[src/hdl/hrsp_pkg.sv]
// package: constants and types for the host register slave port
package hrsp_pkg;
  localparam int          HRSP_SEL_W       = 4;
  localparam int          HRSP_DATA_W      = 8;
  localparam int          HRSP_NREG        = 16;
  localparam int          HRSP_CLK_NS      = 100;
  // least spacing between device selects, in bus clocks
  localparam int          HRSP_CS_GAP_CLKS = 4;
  // fixed synchronisation wait after the strobes are seen
  localparam logic [1:0]  HRSP_SYNC_CLKS   = 2'h2;
  localparam logic [7:0]  HRSP_REG_RST     = 8'h00;
  localparam logic [3:0]  HRSP_SEL_RST     = 4'h0;

  typedef enum logic [2:0]
  {
    HRSP_IDLE = 3'b000,
    HRSP_SYNC = 3'b001,
    HRSP_HOLD = 3'b010,
    HRSP_ACK  = 3'b011,
    HRSP_DONE = 3'b100
  } hrsp_state_t;
endpackage

[src/hdl/hrsp_if.sv]
// interface: synchronised host strobes between the pin stage and the port core
`timescale 1ns/1ns
interface hrsp_if;
  logic       cs;
  logic       rd;
  logic       wr;
  logic       als;
  logic [3:0] sel;
  logic [7:0] wdata;
  modport pins
  (
    output cs,
    output rd,
    output wr,
    output als,
    output sel,
    output wdata
  );
  modport core
  (
    input  cs,
    input  rd,
    input  wr,
    input  als,
    input  sel,
    input  wdata
  );
endinterface

[src/hdl/hrsp_sync.sv]
// module: two-flop synchronisers for the host select, strobe, address and data pins (mux mode is not synchronised)
`timescale 1ns/1ns
module hrsp_sync
(
  // clock and reset
  input  wire logic                   i_clk,
  input  wire logic                   i_rst,
  // raw host pins
  input  wire logic                   i_cs_n,
  input  wire logic                   i_rd_n,
  input  wire logic                   i_wr_n,
  input  wire logic                   i_als,
  input  wire logic [3:0]             i_sel,
  input  wire logic [7:0]             i_wdata,
  // synchronised, active-high
  hrsp_if.pins                        sy
);
  import hrsp_pkg::*;

  logic [15:0] meta;
  logic [15:0] stab;

  // pins are asynchronous to the bus clock; first stage read only by second
  always_ff @(posedge i_clk or posedge i_rst)
  begin
    if (i_rst)
    begin
      meta <= 16'h0000;
      stab <= 16'h0000;
    end
    else
    begin
      meta <= {~i_cs_n, ~i_rd_n, ~i_wr_n, i_als, i_sel, i_wdata};
      stab <= meta;
    end
  end

  assign sy.cs    = stab[15];
  assign sy.rd    = stab[14];
  assign sy.wr    = stab[13];
  assign sy.als   = stab[12];
  assign sy.sel   = stab[11:8];
  assign sy.wdata = stab[7:0];
endmodule

[src/hdl/hrsp_port.sv]
// module: host register slave port of the network controller
`timescale 1ns/1ns
// Operation
// [RULE1] device select low makes port a slave
// [RULE2] every transfer is one byte
// [RULE3] host uses four selects, read, write strobes
// [RULE4] latch select on address strobe if multiplexed
// [RULE5] hold acknowledge while local bus master
// [RULE6] synchronise access before acknowledging it
// [RULE7] host spaces device selects four clocks apart
// [RULE8] read ack after select and read low
// [RULE9] extra delay while DMA transfer finishes
// [RULE10] host waits until acknowledge goes low
// [RULE11] select and read strobe in either order
// [RULE12] decode register address only at acknowledge
// [RULE13] write ack after select and write low
// [RULE14] drive data only during acknowledged read
module hrsp_port
(
  // clock and reset
  input  wire logic                          i_clk,
  input  wire logic                          i_rst,
  // host pins
  input  wire logic                          i_cs_n,
  input  wire logic                          i_slave_read_strobe_n,
  input  wire logic                          i_slave_write_strobe_n,
  input  wire logic                          i_address_latch_strobe,
  input  wire logic                          i_mux_mode,
  input  wire logic [hrsp_pkg::HRSP_SEL_W-1:0]  i_register_select_lines,
  input  wire logic [hrsp_pkg::HRSP_DATA_W-1:0] i_data,
  output logic      [hrsp_pkg::HRSP_DATA_W-1:0] o_data,
  output logic                               o_data_oe,
  output logic                               o_ack_n,
  // controller side
  input  wire logic                          i_dma_master,
  input  wire logic                          i_dma_busy,
  output logic                               o_cs_early
);
  import hrsp_pkg::*;

  // ******************************
  // synchronised pins
  // ******************************
  hrsp_if sy();

  hrsp_sync u_sync
  (
    .i_clk   (i_clk),
    .i_rst   (i_rst),
    .i_cs_n  (i_cs_n),
    .i_rd_n  (i_slave_read_strobe_n),
    .i_wr_n  (i_slave_write_strobe_n),
    .i_als   (i_address_latch_strobe),
    .i_sel   (i_register_select_lines),
    .i_wdata (i_data),
    .sy      (sy)
  );

  // ******************************
  // state
  // ******************************
  hrsp_state_t                 state;
  hrsp_state_t                 next_state;
  logic [1:0]                  sync_cnt;
  logic [HRSP_SEL_W-1:0]       sel_latch;
  logic [HRSP_SEL_W-1:0]       sel_use;
  logic [HRSP_DATA_W-1:0]      regs [HRSP_NREG];
  logic                        access;

  // either strobe order accepted: only the combination matters
  // [RULE11] order-free access detect
  assign access = sy.cs & (sy.rd | sy.wr);

  // [RULE4] follow select while strobe high
  // value seen last before the strobe falls is held; select may settle late in the strobe
  always_ff @(posedge i_clk or posedge i_rst)
  begin
    if (i_rst)
    begin
      sel_latch <= HRSP_SEL_RST;
    end
    else if (sy.als)
    begin
      sel_latch <= sy.sel;
    end
  end

  assign sel_use = i_mux_mode ? sel_latch : sy.sel;

  // ******************************
  // access sequencer
  // ******************************
  always_comb
  begin
    next_state = state;
    unique case (state)
      HRSP_IDLE:
      begin
        // [RULE1] slave only under select
        if (access)
        begin
          next_state = HRSP_SYNC;
        end
      end
      HRSP_SYNC:
      begin
        if (!access)
        begin
          next_state = HRSP_IDLE;
        end
        // [RULE6] fixed synchronisation wait
        else if (sync_cnt == HRSP_SYNC_CLKS)
        begin
          next_state = HRSP_HOLD;
        end
      end
      HRSP_HOLD:
      begin
        // [RULE5] wait out master mode
        // [RULE9] and any DMA in flight
        if (!access)
        begin
          next_state = HRSP_IDLE;
        end
        else if (!i_dma_master && !i_dma_busy)
        begin
          next_state = HRSP_ACK;
        end
      end
      HRSP_ACK:
      begin
        // [RULE14] release once strobe removed
        if (!(sy.rd | sy.wr))
        begin
          next_state = HRSP_DONE;
        end
      end
      HRSP_DONE:
      begin
        // wait for select release; avoids re-acking a held select
        if (!sy.cs)
        begin
          next_state = HRSP_IDLE;
        end
      end
      default:
      begin
        next_state = HRSP_IDLE;
      end
    endcase
  end

  always_ff @(posedge i_clk or posedge i_rst)
  begin
    if (i_rst)
    begin
      state <= HRSP_IDLE;
    end
    else
    begin
      state <= next_state;
    end
  end

  always_ff @(posedge i_clk or posedge i_rst)
  begin
    if (i_rst)
    begin
      sync_cnt <= 2'h0;
    end
    else if (state == HRSP_SYNC)
    begin
      sync_cnt <= sync_cnt + 2'h1;
    end
    else
    begin
      sync_cnt <= 2'h0;
    end
  end

  // ******************************
  // acknowledge and data
  // ******************************
  // [RULE8] read ack after sync
  // [RULE13] write ack after sync
  always_ff @(posedge i_clk or posedge i_rst)
  begin
    if (i_rst)
    begin
      o_ack_n <= 1'b1;
    end
    else
    begin
      o_ack_n <= ~(next_state == HRSP_ACK);
    end
  end

  // [RULE12] decode only when acking
  // [RULE2] single byte per access
  always_ff @(posedge i_clk or posedge i_rst)
  begin
    if (i_rst)
    begin
      for (int i = 0; i < HRSP_NREG; i++)
      begin
        regs[i] <= HRSP_REG_RST;
      end
    end
    else if (state == HRSP_HOLD && next_state == HRSP_ACK && sy.wr)
    begin
      regs[sel_use] <= sy.wdata;
    end
  end

  // [RULE14] drive only during acked read
  always_ff @(posedge i_clk or posedge i_rst)
  begin
    if (i_rst)
    begin
      o_data    <= 8'h00;
      o_data_oe <= 1'b0;
    end
    else if (next_state == HRSP_ACK && sy.rd)
    begin
      o_data    <= regs[sel_use];
      o_data_oe <= 1'b1;
    end
    else
    begin
      o_data    <= 8'h00;
      o_data_oe <= 1'b0;
    end
  end

  // tells controller a host access is pending
  always_ff @(posedge i_clk or posedge i_rst)
  begin
    if (i_rst)
    begin
      o_cs_early <= 1'b0;
    end
    else
    begin
      o_cs_early <= access;
    end
  end
endmodule

[config.mk]
export PLATFORM = sky130hd
export DESIGN_NAME = hrsp_port
export DESIGN_NICKNAME = d
export VERILOG_FILES = /design/src/hdl/hrsp_pkg.sv /design/src/hdl/hrsp_if.sv /design/src/hdl/hrsp_sync.sv /design/src/hdl/hrsp_port.sv
export SDC_FILE = /design/constraint.sdc
export NUM_CORES = 1
export LEC_CHECK = 0
export BUFFER_PORTS_ARGS = -buffer_cell sky130_fd_sc_hd__buf_2
export CAP_MARGIN = 15
export CORE_AREA = 2 2 143 145
export DETAILED_ROUTE_END_ITERATION = 10
export DIE_AREA = 0 0 145 147
export PLACE_DENSITY = 0.58
export SLEW_MARGIN = 40
export SYNTH_ARGS = -nofsm -noshare
export SYNTH_HDL_FRONTEND = slang
export SYNTH_SLANG_ARGS = --single-unit
[constraint.sdc]
create_clock -name i_clk -period 11.2 [get_ports i_clk]
set_clock_uncertainty 0.05 [all_clocks]
set_input_delay 1.12 -clock i_clk [delete_from_list [all_inputs] [get_ports i_clk]]
set_output_delay 1.12 -clock i_clk [all_outputs]
set_load 0.05 [all_outputs]
-- Word-level counts from Yosys, hierarchy flattened
Cells that the tools add are included.
Widths: inputs -> output; s select.
- output and inout bits: 11
- logic and storage cells: 67
- register bits after elaboration: 180
- input bits: 21
- reduce and logical (&&, ||, !) cells: 8
- order comparisons: 2
- add/sub/neg operators: 1
- bitwise operators: 7
- equal/unequal tests: 6
- mux-type cells: 18
- operators with widths (cell ; count):
    $bwmux 128 ; 1
    $bmux 8 s4 ; 1
    $demux 8 s4 ; 1
    $mux 8 ; 4
    $mux 3 ; 7
    $pmux 3 s5 ; 1
    $eq 3x2->1 const B ; 3
    $ge 5x5->1 const B ; 1
    $logic_and 1x1->1 ; 5
    $lt 5x1->1 const B ; 1
    $not 4->5 ; 1
    $mux 4 ; 1
    $not 1->1 ; 4
    $eq 3x1->1 const B ; 1
    $eq 3x3->1 const B ; 1
    $logic_not 3->1 ; 1
    $add 2x1->2 const B ; 1
    $eq 2x2->1 const B ; 1
    $logic_not 1->1 ; 2
    $mux 2 ; 1
    $and 1x1->1 ; 1
    $mux 1 ; 1
    $or 1x1->1 ; 1

-- Depth between registers and ports, before layout
Gate-level depths: netlist (run 1).
- depth in word-level cells: 8
- depth in mapped cells: 9
- mapped depth without buffers: 6

-- Modules after synthesis
A second synthesis (run 1) with hierarchy kept.
- cells, all modules: 576
- area total of the unflattened synthesis: 7522.2 um^2
- modules (own cells, without submodules) (module ; sequential area each (um^2) ; times used ; cells each ; area each (um^2)):
    hrsp_port ; 3704.8 ; 1 ; 540 ; 6706.4
    hrsp_sync ; 800.8 ; 1 ; 36 ; 815.8

-- Worst setup path before layout (run 1)
Ideal clock, no wire load.
- kind: in2reg
- start point: in i_mux_mode
- end point: reg regs[56] (netlist bit)
- stages on the path: 8
- library setup time: 125 ps
- path buffers: 3
- arrival time: 2695 ps
- setup slack: 8330 ps
- required time: 11025 ps
- cells stage by stage: buf_4 or3_1 buf_2 and2_1 buf_2 nor2_8 nand3_4 mux2_4
- word-level cells in the longest chain between the ends: 7
- elaborated cells on any way between the ends: 8
- those cells by class: order compare (2); mux (4); bitwise (1); reduce/logical (1)
- ends and longest elaborated chain (what ; RTL line ; RTL):
    start: declaration ; hrsp_port.sv:28 ; input wire logic i_mux_mode,
    $mux 4 (*) ; hrsp_port.sv:88 ; assign sel_use = i_mux_mode ? sel_latch : sy.sel;
    $not 4->5 (implied by the code) (*) ; hrsp_port.sv:211 ; regs[sel_use] <= sy.wdata;
    $ge 5x5->1 (implied by the code) / $lt 5x1->1 (equally long branches) ; hrsp_port.sv:211 ;
    $logic_and 1x1->1 (implied by the code) ; hrsp_port.sv:211 ;
    $mux 8 (implied by the code) ; hrsp_port.sv:211 ;
    $demux 8 s4 (*) ; hrsp_port.sv:211 ;
    $bwmux 128 (*) ; hrsp_port.sv:211 ;
    end signal: indexed assignment ; hrsp_port.sv:211 ;
    end: declaration ; hrsp_port.sv:67 ; logic [HRSP_DATA_W-1:0] regs [HRSP_NREG];
Mark *: on every way between the ends. The rest lies on a longest branch, timed or not.
A chain may end at the register's enable or synchronous reset.

-- Worst setup path after layout (run 1)
- start point: in i_mux_mode
- end point: reg o_data[1] (netlist bit)
- word-level cells in the longest chain between the ends: 6
- ends and longest elaborated chain (what ; RTL line ; RTL):
    $mux 4 ; hrsp_port.sv:88 ;
    $not 4->5 (implied by the code) ; hrsp_port.sv:225 ; o_data <= regs[sel_use];
    $bmux 8 s4 ; hrsp_port.sv:225 ;
    $mux 8 (implied by the code) (2 in series) ; hrsp_port.sv:225 ;
    $mux 8 ; hrsp_port.sv:223 ; else if (next_state == HRSP_ACK && sy.rd)
    end signal: assignment ; hrsp_port.sv:225 ;
    end: declaration ; hrsp_port.sv:31 ; output logic [hrsp_pkg::HRSP_DATA_W-1:0] o_data,
Every way passes these cells. The select of a mux whose other input is x is not followed.

==> results of run 1 <==
## per-layer routing
metal | routed length, um | global-route usage (%) | vias to the layer above
met1 | 8327 | 25.03 | 2517
met4 | 425 | 5.545 | 2
met2 | 9349 | 30.62 | 121
met5 | 10 | 0 | -
li1 | - | - | 2151
met3 | 1056 | 4.907 | 26
## synthesized netlist by cell type, drive strengths merged
library cell | count | area [um2]
nand3 | 19 | 287.8
nand2 | 5 | 21.27
inv | 7 | 26.28
o21ai | 17 | 85.08
or2b | 1 | 7.510
o221ai | 1 | 8.760
o21a | 1 | 7.510
ha | 1 | 12.51
nor4 | 16 | 100.1
a22o | 1 | 10.01
o32a | 1 | 10.01
o31ai | 1 | 7.510
mux2 | 132 | 1520
a22oi | 1 | 7.510
and2 | 4 | 25.02
o22ai | 41 | 262.8
a32o | 1 | 10.01
o32ai | 1 | 16.27
a32oi | 1 | 8.760
and4bb | 4 | 50.04
a21oi | 65 | 325.3
o22a | 2 | 17.52
and4b | 1 | 10.01
buf | 17 | 113.9
or3 | 2 | 12.51
a211oi | 1 | 12.51
clkbuf | 18 | 67.56
nor2b | 3 | 18.77
dfrtp | 179 | 4479
and2b | 1 | 7.510
nand2b | 2 | 12.51
or3b | 3 | 26.28
nor4bb | 3 | 30.03
dfstp | 1 | 26.28
nor3b | 1 | 7.510
nand3b | 4 | 33.78
nor2 | 8 | 86.33
## worst reg2reg max path, stage by stage (launching register included)
cell and delay, ns:
dfrtp_1 0.42, nand3b_1 0.55, and2_1 0.77, o22ai_1 0.18, o21ai_0 0.25, nor4bb_1 0.47
## how the worst min path moves through the flow
stage / from / endpoint / slack, ns / cells after the start
after floorplan: u_sync.meta[0] / u_sync.stab[0] / 0.28 / 0
after global placement: u_sync.meta[0] / u_sync.stab[0] / 0.28 / 0
after detailed placement: u_sync.meta[1] / u_sync.stab[1] / 0.28 / 0
after CTS: u_sync.meta[3] / u_sync.stab[3] / 0.30 / 0
after global routing: u_sync.meta[5] / u_sync.stab[5] / 0.30 / 0
final: u_sync.meta[1] / u_sync.stab[1] / 0.30 / 0
## cells by family (layout without fill, tap and decap cells)
family | Yosys count | after routing | share of synthesized area (%)
AOI/OAI and AO/OA | 135 | 135 | 10.16
adders and majority gates | 1 | 1 | 0.1610
buffers and inverters | 42 | 75 | 2.672
DFF | 180 | 180 | 57.97
muxes | 132 | 132 | 19.56
and+or+nand+nor | 77 | 77 | 9.482
## flip-flops by register name, summed over array words and instances (netlist names)
name and flops:
o_cs_early 1, sel_latch 4, u_sync.meta 16, o_data 8, o_ack_n 1, state 3
regs 128, sync_cnt 2, u_sync.stab 16, o_data_oe 1
## report_power, final
part           internal (W)  switching (W)  total, W
sequential         0.000664      0.0000202  0.000684
clock              0.000323       0.000278  0.000601
combinational     0.0000446      0.0000854  0.000130
total               0.00103       0.000384   0.00142
## per-stage QoR
step | util, % | worst slack [ns] | hold WS [ns] | cell area (um2)
detailed placement | 41.00 | 7.368 | 0.2847 | 8135
global route | 44.24 | 7.606 | 0.3037 | 8778
floorplan | - | 5.145 | 0.2812 | 7772
CTS | 44.04 | 7.809 | 0.3014 | 8738
finish | 44.24 | 7.791 | 0.2998 | 8778
global placement | 40.91 | 7.390 | 0.2822 | 8119
## area by class of cell
cell class,instances,area [um2],area share [%]
sequential,180,4506,51.33
multi-input combinational,345,3080,35.09
clock buffer,18,439.2,5.003
tap,270,337.8,3.848
timing repair buffer,36,220.2,2.509
clock inverter,14,163.9,1.867
inverter,7,31.28,0.3563
==> results.cfg, run 1 <==
[outcome]
status = complete, no violations

[finish]
drive_above_1_share_pct = 38.50
layout.cells.non_filler = 870
n_antenna_cell = 0
areaGrowthSynthToFinish_pct = 12.94
num-fill-cells = 1819
final_net_count = 609
mostFrequentLayoutCells = dfrtp_1 (179), mux2_2 (122), a21oi_1 (65), o22ai_1 (40), buf_2 (31)
layout.cells.most_common = dfrtp_1

[route]
postRouteAntennaNets = 0
avgViaCountPerCell = 5.537
post_drt_wl_per_cell_um = 22.03
wirelength_mm = 19.17
drcViolationCount = 0
drtPass1Iterations = 5
drtIter0Drc = 224
vias = 4817

[placement]
io_buffers = 31
routabilityCongestion = 0.8526
dp_hpwl_mm = 12.92
dp.cells = 836

[clock_tree]
clk_latency_ns = 0.44
clock-sinks = 180
cts_buffer_depth = 2
cts_root_buffer = clkbuf_16
cts_tree = done
h-tree-depth = 4
cts.clk_slew.worst_paths_ns = 0.07
post_cts_buffers = 0
cts-resized-gates = 0
cts_hold_buf = 0
cts_inserted_buffers = 17

[global_route]
antenna_found_initial = 1
grt_pass1_wl_mm = 30.22
grt_pass1_vias = 5036
overflow = 0
grt_max_degree = 82
grt_use_total_pct = 18.83

[pwr]
power_w = 0.001416
power_density_nw_per_um2 = 161.3
p_leak_nw = 4.227
ir_drop_mv = 0.1071

[timing]
fmax_mhz = 293.4
slew_headroom_pct = 45.08
hold_viol_final = 0
totalNegativeSetupSlack_ns = 0
worstMarginPinSlew_ns = 0.8239
setup_viol = 0
min_period_over_period_pct = 30.43
period_minus_slack_ns = 3.409
slew_violations = 0
rsz0062_at_grt = no

[worst_hold_path]
hold_path_class = flip-flop to flip-flop

[worst_setup_path]
rrSetupSlack_ns = 8.34
critPathKind = input port to flip-flop
startpoint = i_mux_mode
crit_fanout = 18
slowest_delay_ns = 0.77
worstReg2RegStart = u_sync.stab[9]
r2r_end = o_data[1]
worstSetupEndpoint = o_data[1]
worstSetupEndpointType = flip-flop
worstPathCellList = buf_2, nand3b_1, and2_1, o22ai_1, o21ai_0, nor4bb_1
critPathArrivalTime_ns = 3.63
crit_cells = 6
cp.required_ns = 11.42
cp_slowest_cell = and2_1
r2r_cells = 5
crit_buf_inv = 1
cp-start-kind = input port
cp_top_family = simple AND/OR/NAND/NOR gates

[floorplanning]
die_w_um = 145
pin_count = 32
coreArea_um2 = 19840
initial_core_util_pct = 39.17
dieHeight_um = 147
row_count = 52
dieArea_um2 = 21320

[synth]
synth.yosys.seq_area_share_pct = 57.97
synthCells = 567
yosysWarningCount = 0
syn_area_um2 = 7772
synth_seq_cells = 180
synth_cell_types = 51
synthesis.nets = 589
syn_area_per_cell_um2 = 13.71

[job]
drv_cap = 0
No activity file was read; power rests on OpenSTA's default activity.
==> run 2: changes to the inputs <==
clock period = 3.33 ns   (was 11.2 ns; I/O delays follow)
==> results.cfg, run 2 (synthesized netlist as in run 1, its figures left out) <==
[finish]
seqCellArea_um2 = 4506
drive_above_1_share_pct = 38.38
areaGrowthSynthToFinish_pct = 15.79
regMostFlops = regs
num-fill-cells = 1788
largest_reg_flops = 128
final_net_count = 637
multi_input_area_um2 = 3077
layout.cells.most_common = dfrtp_1
mostFrequentLayoutCells = dfrtp_1 (179), mux2_2 (122), a21oi_1 (65), o22ai_1 (40), buf_2 (31)
n_antenna_cell = 0
largestRegisters = regs: 128 flops, u_sync.meta: 16 flops, u_sync.stab: 16 flops

[global_route]
antenna_found_initial = 0
grt_pass1_wl_mm = 31.03
grt_pass1_vias = 5304
grt_max_degree = 62
overflow = 0
grt_use_total_pct = 19.23

[worst_setup_path]
cp.required_ns = 3.57
worstSetupEndpointType = flip-flop
critPathKind = flip-flop to flip-flop
cp-start-kind = flip-flop
crit_fanout = 18
critPathArrivalTime_ns = 2.82

[floorplanning]
initial_core_util_pct = 39.17
dieArea_um2 = 21320
pin_count = 32
coreArea_um2 = 19840
row_count = 52
die_w_um = 145
dieHeight_um = 147

[clock_tree]
cts_buffer_depth = 2
post_cts_buffers = 0
cts.clk_slew.worst_paths_ns = 0.07
clk_latency_ns = 0.44
cts_root_buffer = clkbuf_16
cts_inserted_buffers = 17
cts_tree = done
h-tree-depth = 4
clock-sinks = 180
cts_hold_buf = 17
cts-resized-gates = 0

[pwr]
power_density_nw_per_um2 = 522.4
swShare_pct = 26.74
pwr-share-seq_pct = 49.0
clockPowerShare_pct = 40.9
p_leak_nw = 4.318
ir_drop_mv = 0.3025
power_switching_w = 0.001257
p_int_w = 0.003444
pwr-share-comb_pct = 10.1

[timing]
period_minus_slack_ns = 2.581
min_period_over_period_pct = 77.52
rsz0062_at_grt = no
setup_viol = 0
hold_viol_final = 0
slew_headroom_pct = 42.27
worstMarginPinSlew_ns = 0.8659
slew_violations = 0
postLayoutSetupSlackWorst_ns = 0.7487
fmax_mhz = 387.4
totalNegativeSetupSlack_ns = 0

[route]
wirelength_mm = 19.57
drtIter0Drc = 392
postRouteAntennaNets = 0
vias = 5081
drtPass1Iterations = 5
drcViolationCount = 0
post_drt_wl_per_cell_um = 21.79
avgViaCountPerCell = 5.658

[placement]
routabilityCongestion = 0.8003
preCtsSetupSlack_ns = 0.6793
dp_hpwl_mm = 12.61
io_buffers = 31

[job]
drv_cap = 0

[worst_hold_path]
hold_path_class = flip-flop to flip-flop

[outcome]
status = complete, no violations
[run 2: changes by cell type in the layout (fill, tap and decap cells not counted), moves of 2 or more]
cell	delta
dlygate4sd3_1	+17
buf_4	+11
clkinvlp_4	+4
inv_8	-3
buf_12	+2
buf_6	-2
clkinv_2	+2
clkinv_8	-2
[run 2: layout make-up]
class / instances / share of cell area [%]
well taps: 270 / 3.754
repair buffers: 64 / 5.450
clock inverters: 14 / 1.446
inverters: 7 / 0.3337
flip-flops and latches: 180 / 50.06
multi-input cells: 345 / 34.19
clock buffers: 18 / 4.769
[run 2: path summary, 6_finish.rpt]
check	startpoint	to	slack (ns)	depth (start not counted)
min in group asynchronous	i_rst	o_cs_early	0.38	3
min reg2reg	u_sync.meta[14]	u_sync.stab[14]	0.30	0
min	u_sync.meta[14]	u_sync.stab[14]	0.30	0
max reg2reg	state[2]	o_data[5]	0.75	6
max in group asynchronous	i_rst	regs[40]	2.00	5
max	state[2]	o_data[5]	0.75	6
[run 2: routing by layer]
metal | global-route usage (%) | share of wire [%]
met2 | 30.95 | 48
met4 | 7.030 | 2.4
met3 | 4.068 | 3.9
met1 | 25.86 | 46
met5 | 0 | 0
[run 2: per-stage QoR]
| step | power, W | util (%) | instances | area [um2] | hold WS, ns |
|---|---|---|---|---|---|
| after floorplan | 0.002639 | - | 567 | 7776 | 0.2812 |
| after global placement | 0.002782 | 41.49 | 848 | 8233 | 0.2840 |
| after detailed placement | 0.002798 | 41.63 | 849 | 8262 | 0.2856 |
| after CTS | 0.004741 | 45.31 | 898 | 8991 | 0.2987 |
| after global routing | 0.004891 | 45.35 | 898 | 9000 | 0.3037 |
| final | 0.004701 | 45.35 | 898 | 9000 | 0.2973 |
[run 2: power groups by stage]
stage / clock [W] / sequential [W] / combinational (W)
2_1_floorplan: 0 / 0.00232 / 0.000321
3_3_place_gp: 0 / 0.00234 / 0.000443
3_5_place_dp: 0 / 0.00234 / 0.000456
4_1_cts: 0.00197 / 0.00230 / 0.000475
5_1_grt: 0.00207 / 0.00231 / 0.000516
6_report: 0.00192 / 0.00230 / 0.000474
[run 2: critical path, stage by stage (launching register included)]
cell      delay [ns]
dfrtp_1         0.43
and2b_1         0.28
o221ai_1        0.22
a211oi_4        0.27
buf_4           0.43
nand2_2         0.28
nor4bb_1        0.47
==> run 3: changes to the inputs <==
clock period = 2.42 ns   (was 3.33 ns; I/O delays follow)
==> results.cfg, run 3 (synthesized netlist as in run 1, its figures left out) <==
[outcome]
status = complete, no violations

[finish]
areaGrowthSynthToFinish_pct = 18.29
seqCellArea_um2 = 4506
final_net_count = 647
num-fill-cells = 1790
layout.cells.most_common = dfrtp_1
final_util_pct = 46.33
n_antenna_cell = 0
drive_above_1_share_pct = 39.03
multi_input_area_um2 = 3074
mostFrequentLayoutCells = dfrtp_1 (179), mux2_2 (122), a21oi_1 (65), o22ai_1 (40), buf_2 (31)
largestRegisters = regs: 128 flops, u_sync.meta: 16 flops, u_sync.stab: 16 flops
largest_reg_flops = 128
regMostFlops = regs

[timing]
worstMarginPinSlew_ns = 0.7049
slew_violations = 0
postLayoutSetupSlackWorst_ns = 0.1364
hold_viol_final = 0
period_minus_slack_ns = 2.284
setup_viol = 0
rsz0062_at_grt = no
hold_ws_ns = 0.2632
fmax_mhz = 437.9
min_period_over_period_pct = 94.36
slew_headroom_pct = 53.00
totalNegativeSetupSlack_ns = 0

[pwr]
power_w = 0.006665
power_density_nw_per_um2 = 724.9
ir_drop_mv = 0.4686
pwr-share-comb_pct = 10.3
pwr-share-seq_pct = 47.5
p_leak_nw = 4.427
swShare_pct = 25.78
p_int_w = 0.004947
power_switching_w = 0.001718
clockPowerShare_pct = 42.1

[floorplanning]
die_w_um = 145
initial_core_util_pct = 39.17
dieArea_um2 = 21320
dieHeight_um = 147
pin_count = 32
row_count = 52
coreArea_um2 = 19840

[clock_tree]
h-tree-depth = 4
cts_tree = done
cts.clk_slew.worst_paths_ns = 0.07
clk_latency_ns = 0.43
clock-sinks = 180
cts_inserted_buffers = 17
cts_root_buffer = clkbuf_16
cts_buffer_depth = 2

[worst_setup_path]
cp_slowest_cell = dfrtp_1
worstSetupEndpointType = flip-flop
r2r_cells = 6
crit_buf_inv = 1
cp_top_family = simple AND/OR/NAND/NOR gates
critPathKind = flip-flop to flip-flop
critPathArrivalTime_ns = 2.54
slowest_delay_ns = 0.44
cp-start-kind = flip-flop
worstPathCellList = nor2b_1, or3_1, a211oi_4, buf_12, nand3_4, mux2_4
crit_cells = 6
crit_fanout = 18
cp.required_ns = 2.68

[job]
drv_cap = 0

[route]
vias = 4960
drtIter0Drc = 252
wirelength_mm = 19.05
drtPass1Iterations = 4
postRouteAntennaNets = 0
drcViolationCount = 0
post_drt_wl_per_cell_um = 20.98
avgViaCountPerCell = 5.463

[placement]
io_buffers = 31
preCtsSetupSlack_ns = 0.1178
routabilityCongestion = 0.8226
dp_hpwl_mm = 12.53

[global_route]
overflow = 0
antenna_found_initial = 0
grt_max_degree = 65
grt_pass1_wl_mm = 30.38
grt_use_total_pct = 18.71
grt_pass1_vias = 5233

[worst_hold_path]
hold_path_class = input port to async pin
-- run 3: cell types whose count changed in the layout (fill, tap and decap cells not counted), sizes merged --
cell,previous run,this run
bufinv,1,2
clkinv,5,4
inv,9,10
clkinvlp,6,3
clkbuf,18,20
buf,47,57
-- run 3: worst min-delay path: cells and delay by family --
kind	cells	cell delay, ns
buffers and inverters	3	0.89
-- run 3: layout make-up --
class                           count  area share [%]
Tap cell                          270           3.674
Clock buffer                       20           4.967
Multi-Input combinational cell    345           33.44
Clock inverter                     12           1.565
Inverter                            7          0.3266
Timing Repair Buffer               74           7.022
Sequential cell                   180           49.01
-- run 3: repair_timing --
item                                   4_1_cts  5_1_grt
resized for setup                            0        1
hold buffers                                17        0
setup buffers                                0        0
setup endpoints to repair                    0        8
endpoints found under the hold margin       24        0
-- run 3: metal layers --
layer	track usage, %	vias to the layer above	share of wire [%]
li1	-	2238	-
met1	25.54	2557	45
met2	29.95	141	47
met3	4.099	24	5.8
met4	5.990	0	1.9
met5	0	-	0
-- run 3: path summary, 6_finish.rpt --
kind	start	end	slack [ns]
max	state[0]	regs[59]	0.14
min	i_rst	o_cs_early	0.26
max reg2reg	state[0]	regs[59]	0.14
max in group asynchronous	i_rst	regs[37]	1.41
min in group i_clk	u_sync.meta[3]	u_sync.stab[3]	0.30
min reg2reg	u_sync.meta[3]	u_sync.stab[3]	0.30
-- run 3: through the flow --
step	instance area (um2)	std cells
2_1_floorplan	7776	567
3_3_place_gp	8416	859
3_5_place_dp	8416	859
4_1_cts	9186	908
5_1_grt	9194	908
6_report	9194	908
-- run 3: power by group through the flow --
stage	sequential, W	combinational [W]	clock [W]
final	0.00317	0.000689	0.00281
after global routing	0.00318	0.000750	0.00302
after global placement	0.00322	0.000657	0
after floorplan	0.00319	0.000442	0
after CTS	0.00317	0.000691	0.00288
after detailed placement	0.00322	0.000665	0
